`config.mk`:
```
export PLATFORM = sky130hd
export DESIGN_NAME = irq_ctrl
export DESIGN_NICKNAME = d
export VERILOG_FILES = /design/src/logic/irq_ctrl_pkg.sv /design/src/logic/irq_ctrl.sv /design/src/logic/irq_select.sv
export SDC_FILE = /design/constraint.sdc
export NUM_CORES = 1
export LEC_CHECK = 0
export BUFFER_PORTS_ARGS = -buffer_cell sky130_fd_sc_hd__buf_2
export CORE_MARGIN = 2
export CORE_UTILIZATION = 58
export CTS_CLUSTER_DIAMETER = 30
export DETAILED_ROUTE_END_ITERATION = 16
export PLACE_DENSITY_LB_ADDON = 0.2
export SLEW_MARGIN = 15
export SYNTH_ARGS = -nofsm -noshare
export SYNTH_HDL_FRONTEND = slang
export SYNTH_SLANG_ARGS = --single-unit
export TNS_END_PERCENT = 1
```
`constraint.sdc`:
```
create_clock -name clk_sys -period 5.3 [get_ports clk_sys]
set_clock_uncertainty 0.2 [all_clocks]
set_input_delay 0 -clock clk_sys [delete_from_list [all_inputs] [get_ports clk_sys]]
set_output_delay 0 -clock clk_sys [all_outputs]
set_load 0.01 [all_outputs]
```
`src/logic/irq_ctrl_pkg.sv`:
```
// Package: register offsets, bit positions, source ranks and vectors
package irq_ctrl_pkg;

	// ==============================================
	// Register offsets (core special-function space)
	localparam logic [7:0] ENABLE_PRIMARY_ADDR = 8'hA8;
	localparam logic [7:0] PRIORITY_PRIMARY_ADDR = 8'hB8;
	localparam logic [7:0] SECONDARY_ADDR = 8'hA9; // No printed offset
	localparam logic [7:0] ENABLE_PRIMARY_RESET = 8'h00;
	localparam logic [7:0] PRIORITY_PRIMARY_RESET = 8'h00;
	localparam logic [7:0] SECONDARY_RESET = 8'h00;
	localparam logic [7:0] SECONDARY_WRITE_MASK = 8'h77; // Bits 7 and 3 zero
	localparam logic [7:0] PRIORITY_WRITE_MASK = 8'h7F; // Bit 7 reserved

	// ==============================================
	// Bit positions
	localparam int GLOBAL_GATE_BIT = 7;
	localparam int SEC_TIC_EN_BIT = 2;
	localparam int SEC_PSM_EN_BIT = 1;
	localparam int SEC_SER_EN_BIT = 0;
	localparam int SEC_TIC_PRI_BIT = 6;
	localparam int SEC_PSM_PRI_BIT = 5;
	localparam int SEC_SER_PRI_BIT = 4;
	localparam int BIT_INDEX_WIDTH = 3;
	// Source bits shared by the primary enable and priority registers
	localparam int EXT0_BIT = 0;
	localparam int TMR0_BIT = 1;
	localparam int EXT1_BIT = 2;
	localparam int TMR1_BIT = 3;
	localparam int UART_BIT = 4;
	localparam int TMR2_BIT = 5;
	localparam int CONV_BIT = 6;

	// ==============================================
	// Sources in polling order, rank 0 is polled first
	localparam int NUM_SOURCES = 11;
	localparam int SRC_WIDTH = 4;
	localparam logic [3:0] SRC_PSM = 4'h0;
	localparam logic [3:0] SRC_WDOG = 4'h1;
	localparam logic [3:0] SRC_EXT0 = 4'h2;
	localparam logic [3:0] SRC_CONV = 4'h3;
	localparam logic [3:0] SRC_TMR0 = 4'h4;
	localparam logic [3:0] SRC_EXT1 = 4'h5;
	localparam logic [3:0] SRC_TMR1 = 4'h6;
	localparam logic [3:0] SRC_SER = 4'h7;
	localparam logic [3:0] SRC_UART = 4'h8;
	localparam logic [3:0] SRC_TMR2 = 4'h9;
	localparam logic [3:0] SRC_TIC = 4'hA;

	// Vector addresses indexed by polling rank
	localparam logic [15:0] VECTOR_TABLE [NUM_SOURCES] = '{
		16'h0043, 16'h005B, 16'h0003, 16'h0033, 16'h000B, 16'h0013,
		16'h001B, 16'h003B, 16'h0023, 16'h002B, 16'h0053};

	// Machine cycle length in core clocks
	localparam int CLOCKS_PER_MACHINE_CYCLE = 12;
	localparam int MC_COUNT_WIDTH = 4;

	typedef enum logic [1:0] {
		ST_IDLE = 2'b00,
		ST_PUSH = 2'b01,
		ST_LOAD = 2'b10
	} ack_state_type;

endpackage

```
`src/logic/irq_ctrl.sv`:
```
// Two-level vectored interrupt controller for an 8051-style core
//
// How it works
// - Global gate bit 7 of the primary enable register blocks all.
// - Primary enable bits 6..0 enable converter..external 0.
// - Primary priority bits 6..0 select high (1) or low, bit 7 reserved.
// - Secondary bits 2..0 enable interval counter, supply, serial.
// - Secondary bits 6..4 give their priorities, bit 7 reserved.
// - Primary registers reset to zero and accept single-bit writes.
// - A high-priority request preempts a low-level service routine.
// - When both levels are pending the high level is granted first.
// - No request preempts a routine running at its own level.
// - Within a level sources are polled in a fixed order.
// - On acceptance the program counter is pushed first.
// - Then the source's fixed vector is loaded into the counter.
module irq_ctrl (
	input wire logic clk_sys, // Core clock
	input wire logic rst, // Asynchronous reset, active high
	// Core special-function register port
	input wire logic [7:0] sfr_addr, // Register address
	input wire logic sfr_wr, // Byte write strobe
	input wire logic [7:0] sfr_wdata, // Byte write data
	input wire logic sfr_bit_wr, // Single-bit write strobe
	input wire logic [2:0] sfr_bit_sel, // Bit index for bit write
	input wire logic sfr_bit_val, // Bit value for bit write
	output logic [7:0] sfr_rdata, // Read data, combinational
	output logic sfr_hit, // Address belongs to this block
	// Core sequencing
	input wire logic [15:0] pc_current, // Program counter to save
	input wire logic core_irq_ready, // Core at instruction boundary
	input wire logic reti_exec, // Return-from-interrupt executed
	output logic push_valid, // Push request pulse
	output logic [15:0] push_pc, // Counter value to push
	output logic vector_load, // Vector load pulse
	output logic [15:0] vector_addr, // Vector address
	output logic [1:0] in_service, // Bit 1 high level, bit 0 low
	// Peripheral request flags
	input wire logic supply_monitor_request, // Supply monitor
	input wire logic watchdog_request, // Watchdog
	input wire logic ext0_request, // External 0
	input wire logic converter_request, // Converter
	input wire logic timer0_overflow_flag, // Timer 0
	input wire logic ext1_request, // External 1
	input wire logic timer1_overflow_flag, // Timer 1
	input wire logic two_wire_request, // Two-wire serial
	input wire logic sync_serial_request, // Synchronous serial
	input wire logic uart_receive_flag, // UART receive
	input wire logic uart_transmit_flag, // UART transmit
	input wire logic timer2_overflow_flag, // Timer 2 overflow
	input wire logic timer2_external_flag, // Timer 2 external
	input wire logic interval_counter_request // Interval counter
);
	import irq_ctrl_pkg::*;

	// All state in one record; cur_next is its value for the next edge
	typedef struct packed {
		logic [7:0] enable_primary;
		logic [7:0] priority_primary;
		logic [7:0] secondary;
		logic [MC_COUNT_WIDTH-1:0] mc_count;
		logic [NUM_SOURCES-1:0] sampled;
		logic hi_active;
		logic lo_active;
		ack_state_type state;
		logic [SRC_WIDTH-1:0] source;
		logic push_valid;
		logic [15:0] push_pc;
		logic vector_load;
		logic [15:0] vector_addr;
	} state_type;

	state_type cur_reg, cur_next;

	// ==============================================
	// Bit write helper shared by all three registers
	// A bit write keeps the other seven bits, as a read-modify-write would
	function automatic logic [7:0] bit_update(input logic [7:0] value,
		input logic [2:0] sel, input logic bitval);
		logic [7:0] res;
		res = value;
		res[sel] = bitval;
		return res;
	endfunction

	// Address match shared by byte and bit writes
	function automatic logic is_write(input logic [7:0] addr,
		input logic [7:0] target);
		return addr == target;
	endfunction

	// ==============================================
	// Per-source enable and priority in polling order
	logic [NUM_SOURCES-1:0] raw_request;
	logic [NUM_SOURCES-1:0] src_enable;
	logic [NUM_SOURCES-1:0] src_high;
	logic gate;

	// Paired flags share one request line
	// The routine must poll both flags to learn which one fired
	always_comb begin
		raw_request = '0;
		raw_request[SRC_PSM] = supply_monitor_request;
		raw_request[SRC_WDOG] = watchdog_request;
		raw_request[SRC_EXT0] = ext0_request;
		raw_request[SRC_CONV] = converter_request;
		raw_request[SRC_TMR0] = timer0_overflow_flag;
		raw_request[SRC_EXT1] = ext1_request;
		raw_request[SRC_TMR1] = timer1_overflow_flag;
		raw_request[SRC_SER] = two_wire_request | sync_serial_request;
		raw_request[SRC_UART] = uart_receive_flag | uart_transmit_flag;
		raw_request[SRC_TMR2] = timer2_overflow_flag | timer2_external_flag;
		raw_request[SRC_TIC] = interval_counter_request;
	end

	// ==============================================
	// Rank-order view of one enable or priority set. Both primaries share
	// one bit layout, so a single decode serves both and cannot drift.
	// The watchdog slot stays zero: it has no bit in either register.
	function automatic logic [NUM_SOURCES-1:0] rank_view(
		input logic [7:0] primary, input logic tic_bit,
		input logic psm_bit, input logic ser_bit);
		logic [NUM_SOURCES-1:0] res;
		res = '0;
		res[SRC_EXT0] = primary[EXT0_BIT];
		res[SRC_TMR0] = primary[TMR0_BIT];
		res[SRC_EXT1] = primary[EXT1_BIT];
		res[SRC_TMR1] = primary[TMR1_BIT];
		res[SRC_UART] = primary[UART_BIT];
		res[SRC_TMR2] = primary[TMR2_BIT];
		res[SRC_CONV] = primary[CONV_BIT];
		res[SRC_TIC] = tic_bit;
		res[SRC_PSM] = psm_bit;
		res[SRC_SER] = ser_bit;
		return res;
	endfunction

	// Watchdog has no enable bit and no priority bit: on whenever the global gate is open, low level
	always_comb begin
		src_enable = rank_view(cur_reg.enable_primary,
			cur_reg.secondary[SEC_TIC_EN_BIT],
			cur_reg.secondary[SEC_PSM_EN_BIT],
			cur_reg.secondary[SEC_SER_EN_BIT]);
		src_enable[SRC_WDOG] = 1'b1;
		src_high = rank_view(cur_reg.priority_primary,
			cur_reg.secondary[SEC_TIC_PRI_BIT],
			cur_reg.secondary[SEC_PSM_PRI_BIT],
			cur_reg.secondary[SEC_SER_PRI_BIT]);
	end

	// Gate is applied where requests are sampled, so shutting it stops
	// new entries within one machine cycle
	assign gate = cur_reg.enable_primary[GLOBAL_GATE_BIT];

	// ==============================================
	// Level split and fixed-order selection
	logic [NUM_SOURCES-1:0] hi_req, lo_req, sel_req;
	logic hi_any, lo_any, sel_found;
	logic [SRC_WIDTH-1:0] sel_rank;
	logic hi_ok, lo_ok, grant_high;

	assign hi_req = cur_reg.sampled & src_high;
	assign lo_req = cur_reg.sampled & ~src_high;
	assign hi_any = |hi_req;
	assign lo_any = |lo_req;
	// High level may enter over a low routine, never over its own level
	assign hi_ok = hi_any && !cur_reg.hi_active;
	assign lo_ok = lo_any && !cur_reg.hi_active && !cur_reg.lo_active;
	assign grant_high = hi_ok;
	assign sel_req = grant_high ? hi_req : lo_req;

	// Rank 0 wins inside whichever level was allowed to enter
	irq_select #(
		.N(NUM_SOURCES)
	) u_select (
		.request(sel_req),
		.found(sel_found),
		.rank(sel_rank)
	);

	// ==============================================
	// Read side: reserved bits come back as zero
	// Reads have no side effects, so the core may poll freely
	always_comb begin
		sfr_hit = 1'b1;
		sfr_rdata = 8'h00;
		case (sfr_addr)
			ENABLE_PRIMARY_ADDR: sfr_rdata = cur_reg.enable_primary;
			PRIORITY_PRIMARY_ADDR: sfr_rdata = cur_reg.priority_primary;
			SECONDARY_ADDR: sfr_rdata = cur_reg.secondary;
			default: sfr_hit = 1'b0;
		endcase
	end

	// ==============================================
	// Next-state logic
	always_comb begin
		cur_next = cur_reg;
		cur_next.push_valid = 1'b0;
		cur_next.vector_load = 1'b0;

		// Byte and single-bit writes; bit write makes both primaries bit
		// addressable, the secondary accepts it too for symmetry
		if (sfr_wr && is_write(sfr_addr, ENABLE_PRIMARY_ADDR)) begin
			cur_next.enable_primary = sfr_wdata;
		end else if (sfr_bit_wr && is_write(sfr_addr, ENABLE_PRIMARY_ADDR)) begin
			cur_next.enable_primary = bit_update(cur_reg.enable_primary,
				sfr_bit_sel, sfr_bit_val);
		end
		if (sfr_wr && is_write(sfr_addr, PRIORITY_PRIMARY_ADDR)) begin
			cur_next.priority_primary = sfr_wdata & PRIORITY_WRITE_MASK;
		end else if (sfr_bit_wr && is_write(sfr_addr, PRIORITY_PRIMARY_ADDR)) begin
			cur_next.priority_primary = bit_update(cur_reg.priority_primary,
				sfr_bit_sel, sfr_bit_val) & PRIORITY_WRITE_MASK;
		end
		// Bit 3 is stored as zero so a careless write cannot misconfigure
		if (sfr_wr && is_write(sfr_addr, SECONDARY_ADDR)) begin
			cur_next.secondary = sfr_wdata & SECONDARY_WRITE_MASK;
		end else if (sfr_bit_wr && is_write(sfr_addr, SECONDARY_ADDR)) begin
			cur_next.secondary = bit_update(cur_reg.secondary,
				sfr_bit_sel, sfr_bit_val) & SECONDARY_WRITE_MASK;
		end

		// Machine-cycle divider; requests latch once per machine cycle.
		// Limitation: a flag shorter than a machine cycle may be missed,
		// so peripherals hold their flags until software clears them.
		if (cur_reg.mc_count == MC_COUNT_WIDTH'(CLOCKS_PER_MACHINE_CYCLE - 1)) begin
			cur_next.mc_count = '0;
			cur_next.sampled = raw_request & src_enable
				& {NUM_SOURCES{gate}};
		end else begin
			cur_next.mc_count = cur_reg.mc_count + 1'b1;
		end

		// Return clears the highest active level first
		// A return with neither level active has nothing to clear
		if (reti_exec) begin
			if (cur_reg.hi_active) begin
				cur_next.hi_active = 1'b0;
			end else begin
				cur_next.lo_active = 1'b0;
			end
		end

		// Acceptance sequence: push, then load vector
		// The next acceptance waits for idle, three cycles after the last,
		// so a push and a load never overlap
		case (cur_reg.state)
			ST_IDLE: begin
				if (core_irq_ready && sel_found && (hi_ok || lo_ok)) begin
					cur_next.source = sel_rank;
					cur_next.push_pc = pc_current;
					cur_next.push_valid = 1'b1;
					cur_next.state = ST_PUSH;
					if (grant_high) begin
						cur_next.hi_active = 1'b1;
					end else begin
						cur_next.lo_active = 1'b1;
					end
				end
			end
			ST_PUSH: begin
				// Vector comes from the rank held at acceptance, not the
				// live selection, which may already have moved on
				cur_next.vector_addr = VECTOR_TABLE[cur_reg.source];
				cur_next.vector_load = 1'b1;
				cur_next.state = ST_LOAD;
			end
			ST_LOAD: begin
				// One spare cycle before idle; the sampled flags refresh only at the machine-cycle boundary
				cur_next.state = ST_IDLE;
			end
			default: begin
				cur_next.state = ST_IDLE;
			end
		endcase
	end

	// ==============================================
	// State register
	// Reset clears both levels so a routine cut short by reset cannot
	// hold off later requests
	always_ff @(posedge clk_sys or posedge rst) begin
		if (rst) begin
			cur_reg <= '{enable_primary: ENABLE_PRIMARY_RESET,
				priority_primary: PRIORITY_PRIMARY_RESET,
				secondary: SECONDARY_RESET,
				state: ST_IDLE,
				default: '0};
		end else begin
			cur_reg <= cur_next;
		end
	end

	// Outputs come straight from the state register
	assign push_valid = cur_reg.push_valid;
	assign push_pc = cur_reg.push_pc;
	assign vector_load = cur_reg.vector_load;
	assign vector_addr = cur_reg.vector_addr;
	assign in_service = {cur_reg.hi_active, cur_reg.lo_active};
endmodule

```
`src/logic/irq_select.sv`:
```
// Fixed-order selector: lowest rank among the asserted requests wins
module irq_select #(
	parameter int N = irq_ctrl_pkg::NUM_SOURCES
) (
	input wire logic [N-1:0] request, // Candidate requests by rank
	output logic found, // Some request is asserted
	output logic [irq_ctrl_pkg::SRC_WIDTH-1:0] rank // Winning rank
);
	import irq_ctrl_pkg::*;

	// Scan from the lowest priority upward so rank 0 overrides the rest
	always_comb begin
		found = 1'b0;
		rank = '0;
		for (int i = N - 1; i >= 0; i--) begin
			if (request[i]) begin
				found = 1'b1;
				rank = SRC_WIDTH'(i);
			end
		end
	end
endmodule
```
==> impl_metrics.sql <==
INSERT INTO impl_metrics (metric_group, metric, value, unit) VALUES
('synthesis', 'synth_fa_ha_area_share', '0.3033', '%'),
('clock_tree', 'clock_sink_count', '67', ''),
('cells_and_area', 'antenna-diode-count', '0', ''),
('timing', 'rsz0062_at_grt', 'false', ''),
('clock_tree', 'cts-buffers-inserted', '9', ''),
('clock_tree', 'cts_root_buffer', 'clkbuf_8', ''),
('floorplanning', 'die_w', '88.34', 'µm'),
('critical_path', 'end_kind', 'flop', ''),
('critical_path', 'path_common_cell', 'dlygate4sd3_1', ''),
('grt', 'globalRouteOverflowTotal', '0', ''),
('critical_path', 'timing_worst_setup_path_type', 'input port to flop', ''),
('routing', 'routed_wirelength', '10.44', 'mm'),
('cells_and_area', 'nFillCells', '497', ''),
('synthesis', 'synth-simple-area-share', '16.71', '%'),
('routing', 'dr.first_iter.drc_count', '205', ''),
('synthesis', 'synth_seq_area_share', '40.64', '%'),
('critical_path', 'max_stage_delay', '0.56', 'ns'),
('timing', 'setup_tns', '0', 'ns'),
('cells_and_area', 'area_growth_syn_to_layout', '24.29', '%'),
('grt', 'antenna_found_initial', '0', ''),
('synthesis', 'postSynthCellCount', '443', ''),
('cells_and_area', 'final_area', '5127', 'µm²'),
('synthesis', 'synthDistinctLibCells', '62', ''),
('hold_path', 'hold_path.class', 'input port to flop', ''),
('timing', 'timing.fmax', '341.7', 'MHz'),
('floorplanning', 'core_area', '6832', 'µm²'),
('cells_and_area', 'nets', '613', ''),
('timing', 'post-route-min-period', '2.926', 'ns'),
('place', 'placement.io_buffers', '90', ''),
('clock_tree', 'clock_tree_from_tritoncts', 'done', ''),
('synthesis', 'synth.cell_area', '4125', 'µm²'),
('pwr', 'max-vdd-ir-drop', '0.1357', 'mV'),
('timing', 'finalMaxSlewViolations', '0', ''),
('pwr', 'seq_power_share', '46.5', '%'),
('floorplanning', 'ios', '101', ''),
('job', 'cap_violations', '0', ''),
('synthesis', 'ys_async_sr_fraction', '100.0', '%'),
('clock_tree', 'cts-htree-levels', '3', ''),
('critical_path', 'timing.critical_path.required', '5.33', 'ns'),
('timing', 'timing.slew.headroom', '36.97', '%'),
('clock_tree', 'post_cts_buffers', '0', ''),
('grt', 'grt_pass1_wl', '16.55', 'mm'),
('pwr', 'power_switching_share', '29.13', '%'),
('place', 'dp.final_hpwl', '7.069', 'mm'),
('synthesis', 'post_synth_xor_area_fraction', '1.062', '%'),
('routing', 'route.vias.total', '3631', ''),
('timing', 'final_hold_violation_count', '0', ''),
('pwr', 'total_internal_power', '979.7', 'µW'),
('critical_path', 'cp_cell_sequence', 'buf_2 > nor4bb_1 > nand3b_1 > nor3_1 > nand2_2 > mux2i_1 > dlygate4sd3_1 > o21ai_0 > dlygate4sd3_1', ''),
('synthesis', 'synthMuxAreaShare', '13.77', '%'),
('cells_and_area', 'most_frequent_standard_cell_in_the_layout_excluding_fill_and_tap_cells', 'buf_2', ''),
('routing', 'dr.pass1.iters', '5', ''),
('place', 'post_dp_cell_area', '4407', 'µm²'),
('timing', 'final_min_period_over_clock_period', '55.21', '%'),
('run_status', 'status', 'finished clean', ''),
('pwr', 'share_clk_of_total_power', '31.0', '%'),
('synthesis', 'yosys_warning_total', '0', ''),
('place', 'routabilityCongestion', '0.9595', ''),
('critical_path', 'setup.reg_to_reg.worst_slack', '2.65', 'ns'),
('pwr', 'combinationalPowerShare', '22.5', '%'),
('cells_and_area', 'largest_register_ffs', '42', ''),
('synthesis', 'syn_area_per_cell', '9.312', 'µm²'),
('synthesis', 'synth.ff_latch_count', '67', ''),
('pwr', 'total_leakage_power', '0.002402', 'µW'),
('grt', 'grt_start_max_net_pins', '68', ''),
('floorplanning', 'die-height', '88.34', 'µm'),
('routing', 'detail_route.drc_violations', '0', ''),
('critical_path', 'worst-path-max-fanout', '13', ''),
('critical_path', 'worstSetupStartpointType', 'input port', ''),
('critical_path', 'critical-path-slowest-cell', 'dlygate4sd3_1', ''),
('floorplanning', 'die-area', '7803', 'µm²');
worst paths after layout:
check | end | cells after the start | from
min in group asynchronous | push_pc[14] | 4 | rst
min reg2reg | cur_reg[53] | 1 | cur_reg[53]
max reg2reg | cur_reg[34] | 7 | cur_reg[49]
max in group asynchronous | cur_reg[50] | 4 | rst
min | cur_reg[62] | 5 | sfr_bit_val
max | cur_reg[73] | 9 | sfr_addr[6]
synth_stat cells, types with 7 or more instances:
| cell | number | area share, % |
|---|---|---|
| dfrtp_1 | 67 | 41 |
| a31oi_1 | 8 | 1.2 |
| nand3_1 | 8 | 0.97 |
| nor2b_1 | 13 | 2.0 |
| nand2_1 | 49 | 4.5 |
| nor2_1 | 33 | 3.0 |
| nor3_1 | 11 | 1.3 |
| o21ai_0 | 35 | 4.2 |
| buf_4 | 34 | 6.2 |
| inv_1 | 14 | 1.3 |
| a21oi_1 | 22 | 2.7 |
| mux2_2 | 18 | 4.9 |
| nand2b_1 | 7 | 1.1 |
| clkbuf_1 | 10 | 0.91 |
| mux2i_1 | 23 | 5.6 |
| mux2_4 | 9 | 3.3 |
cells by family (layout without fill, tap and decap cells):
kind of cell | Yosys count | after routing
simple gates | 142 | 142
compound gates | 110 | 110
flops | 67 | 67
buf+inv | 67 | 176
mux | 50 | 50
xor+xnor | 5 | 5
fa+ha+maj | 1 | 1
other cells | 1 | 10
power groups by stage:
stage / registers [µW] / clock network, µW / logic [µW]
after CTS: 641 / 439 / 309
final: 643 / 428 / 312
after global placement: 648 / 0 / 274
after detailed placement: 650 / 0 / 282
after global routing: 651 / 461 / 340
after floorplan: 637 / 0 / 274
cell type report:
cell class	instances	area, µm²	area share (%)
Tap cell	96	120.1	2.343
Timing Repair Buffer	145	993.5	19.38
Multi-Input combinational cell	318	2081	40.58
Sequential cell	67	1677	32.70
Clock inverter	7	76.32	1.489
Inverter	15	56.30	1.098
Clock buffer	9	123.9	2.416
repair_timing:
action                                  4_1_cts  5_1_grt
hold endpoints to repair                    118        0
hold buffers                                 52        0
endpoints found under the setup margin        0        0
per-stage QoR:
step                      power (µW)  worst slack, ns  std cells  hold slack (ns)  util (%)
after global routing            1452            2.064        657          0.09105     75.05
after CTS                       1389            2.480        657          0.03540     75.05
final                           1382            2.374        657          0.06821     75.05
after detailed placement       932.5            2.620        589          0.01022     64.51
after floorplan                911.5            3.215        452          -0.1036         -
after global placement         922.8            2.714        589          0.01022     64.51
per-layer routing:
| layer | GRT usage, % | vias to the layer above | share of wire [%] | wire [µm] |
|---|---|---|---|---|
| li1 | - | 1751 | - | - |
| met1 | 33.77 | 1721 | 41 | 4317 |
| met2 | 47.37 | 127 | 50 | 5239 |
| met3 | 4.291 | 32 | 4.7 | 488 |
| met4 | 15.01 | 0 | 3.8 | 397 |
| met5 | 0 | - | 0 | 0 |
critical path: cells and delay by family:
family          cells  cell delay, ns
mux                 1            0.20
compound gates      1            0.07
buf+inv             3            1.22
simple gates        4            1.47
No activity file was read; power rests on OpenSTA's default activity.
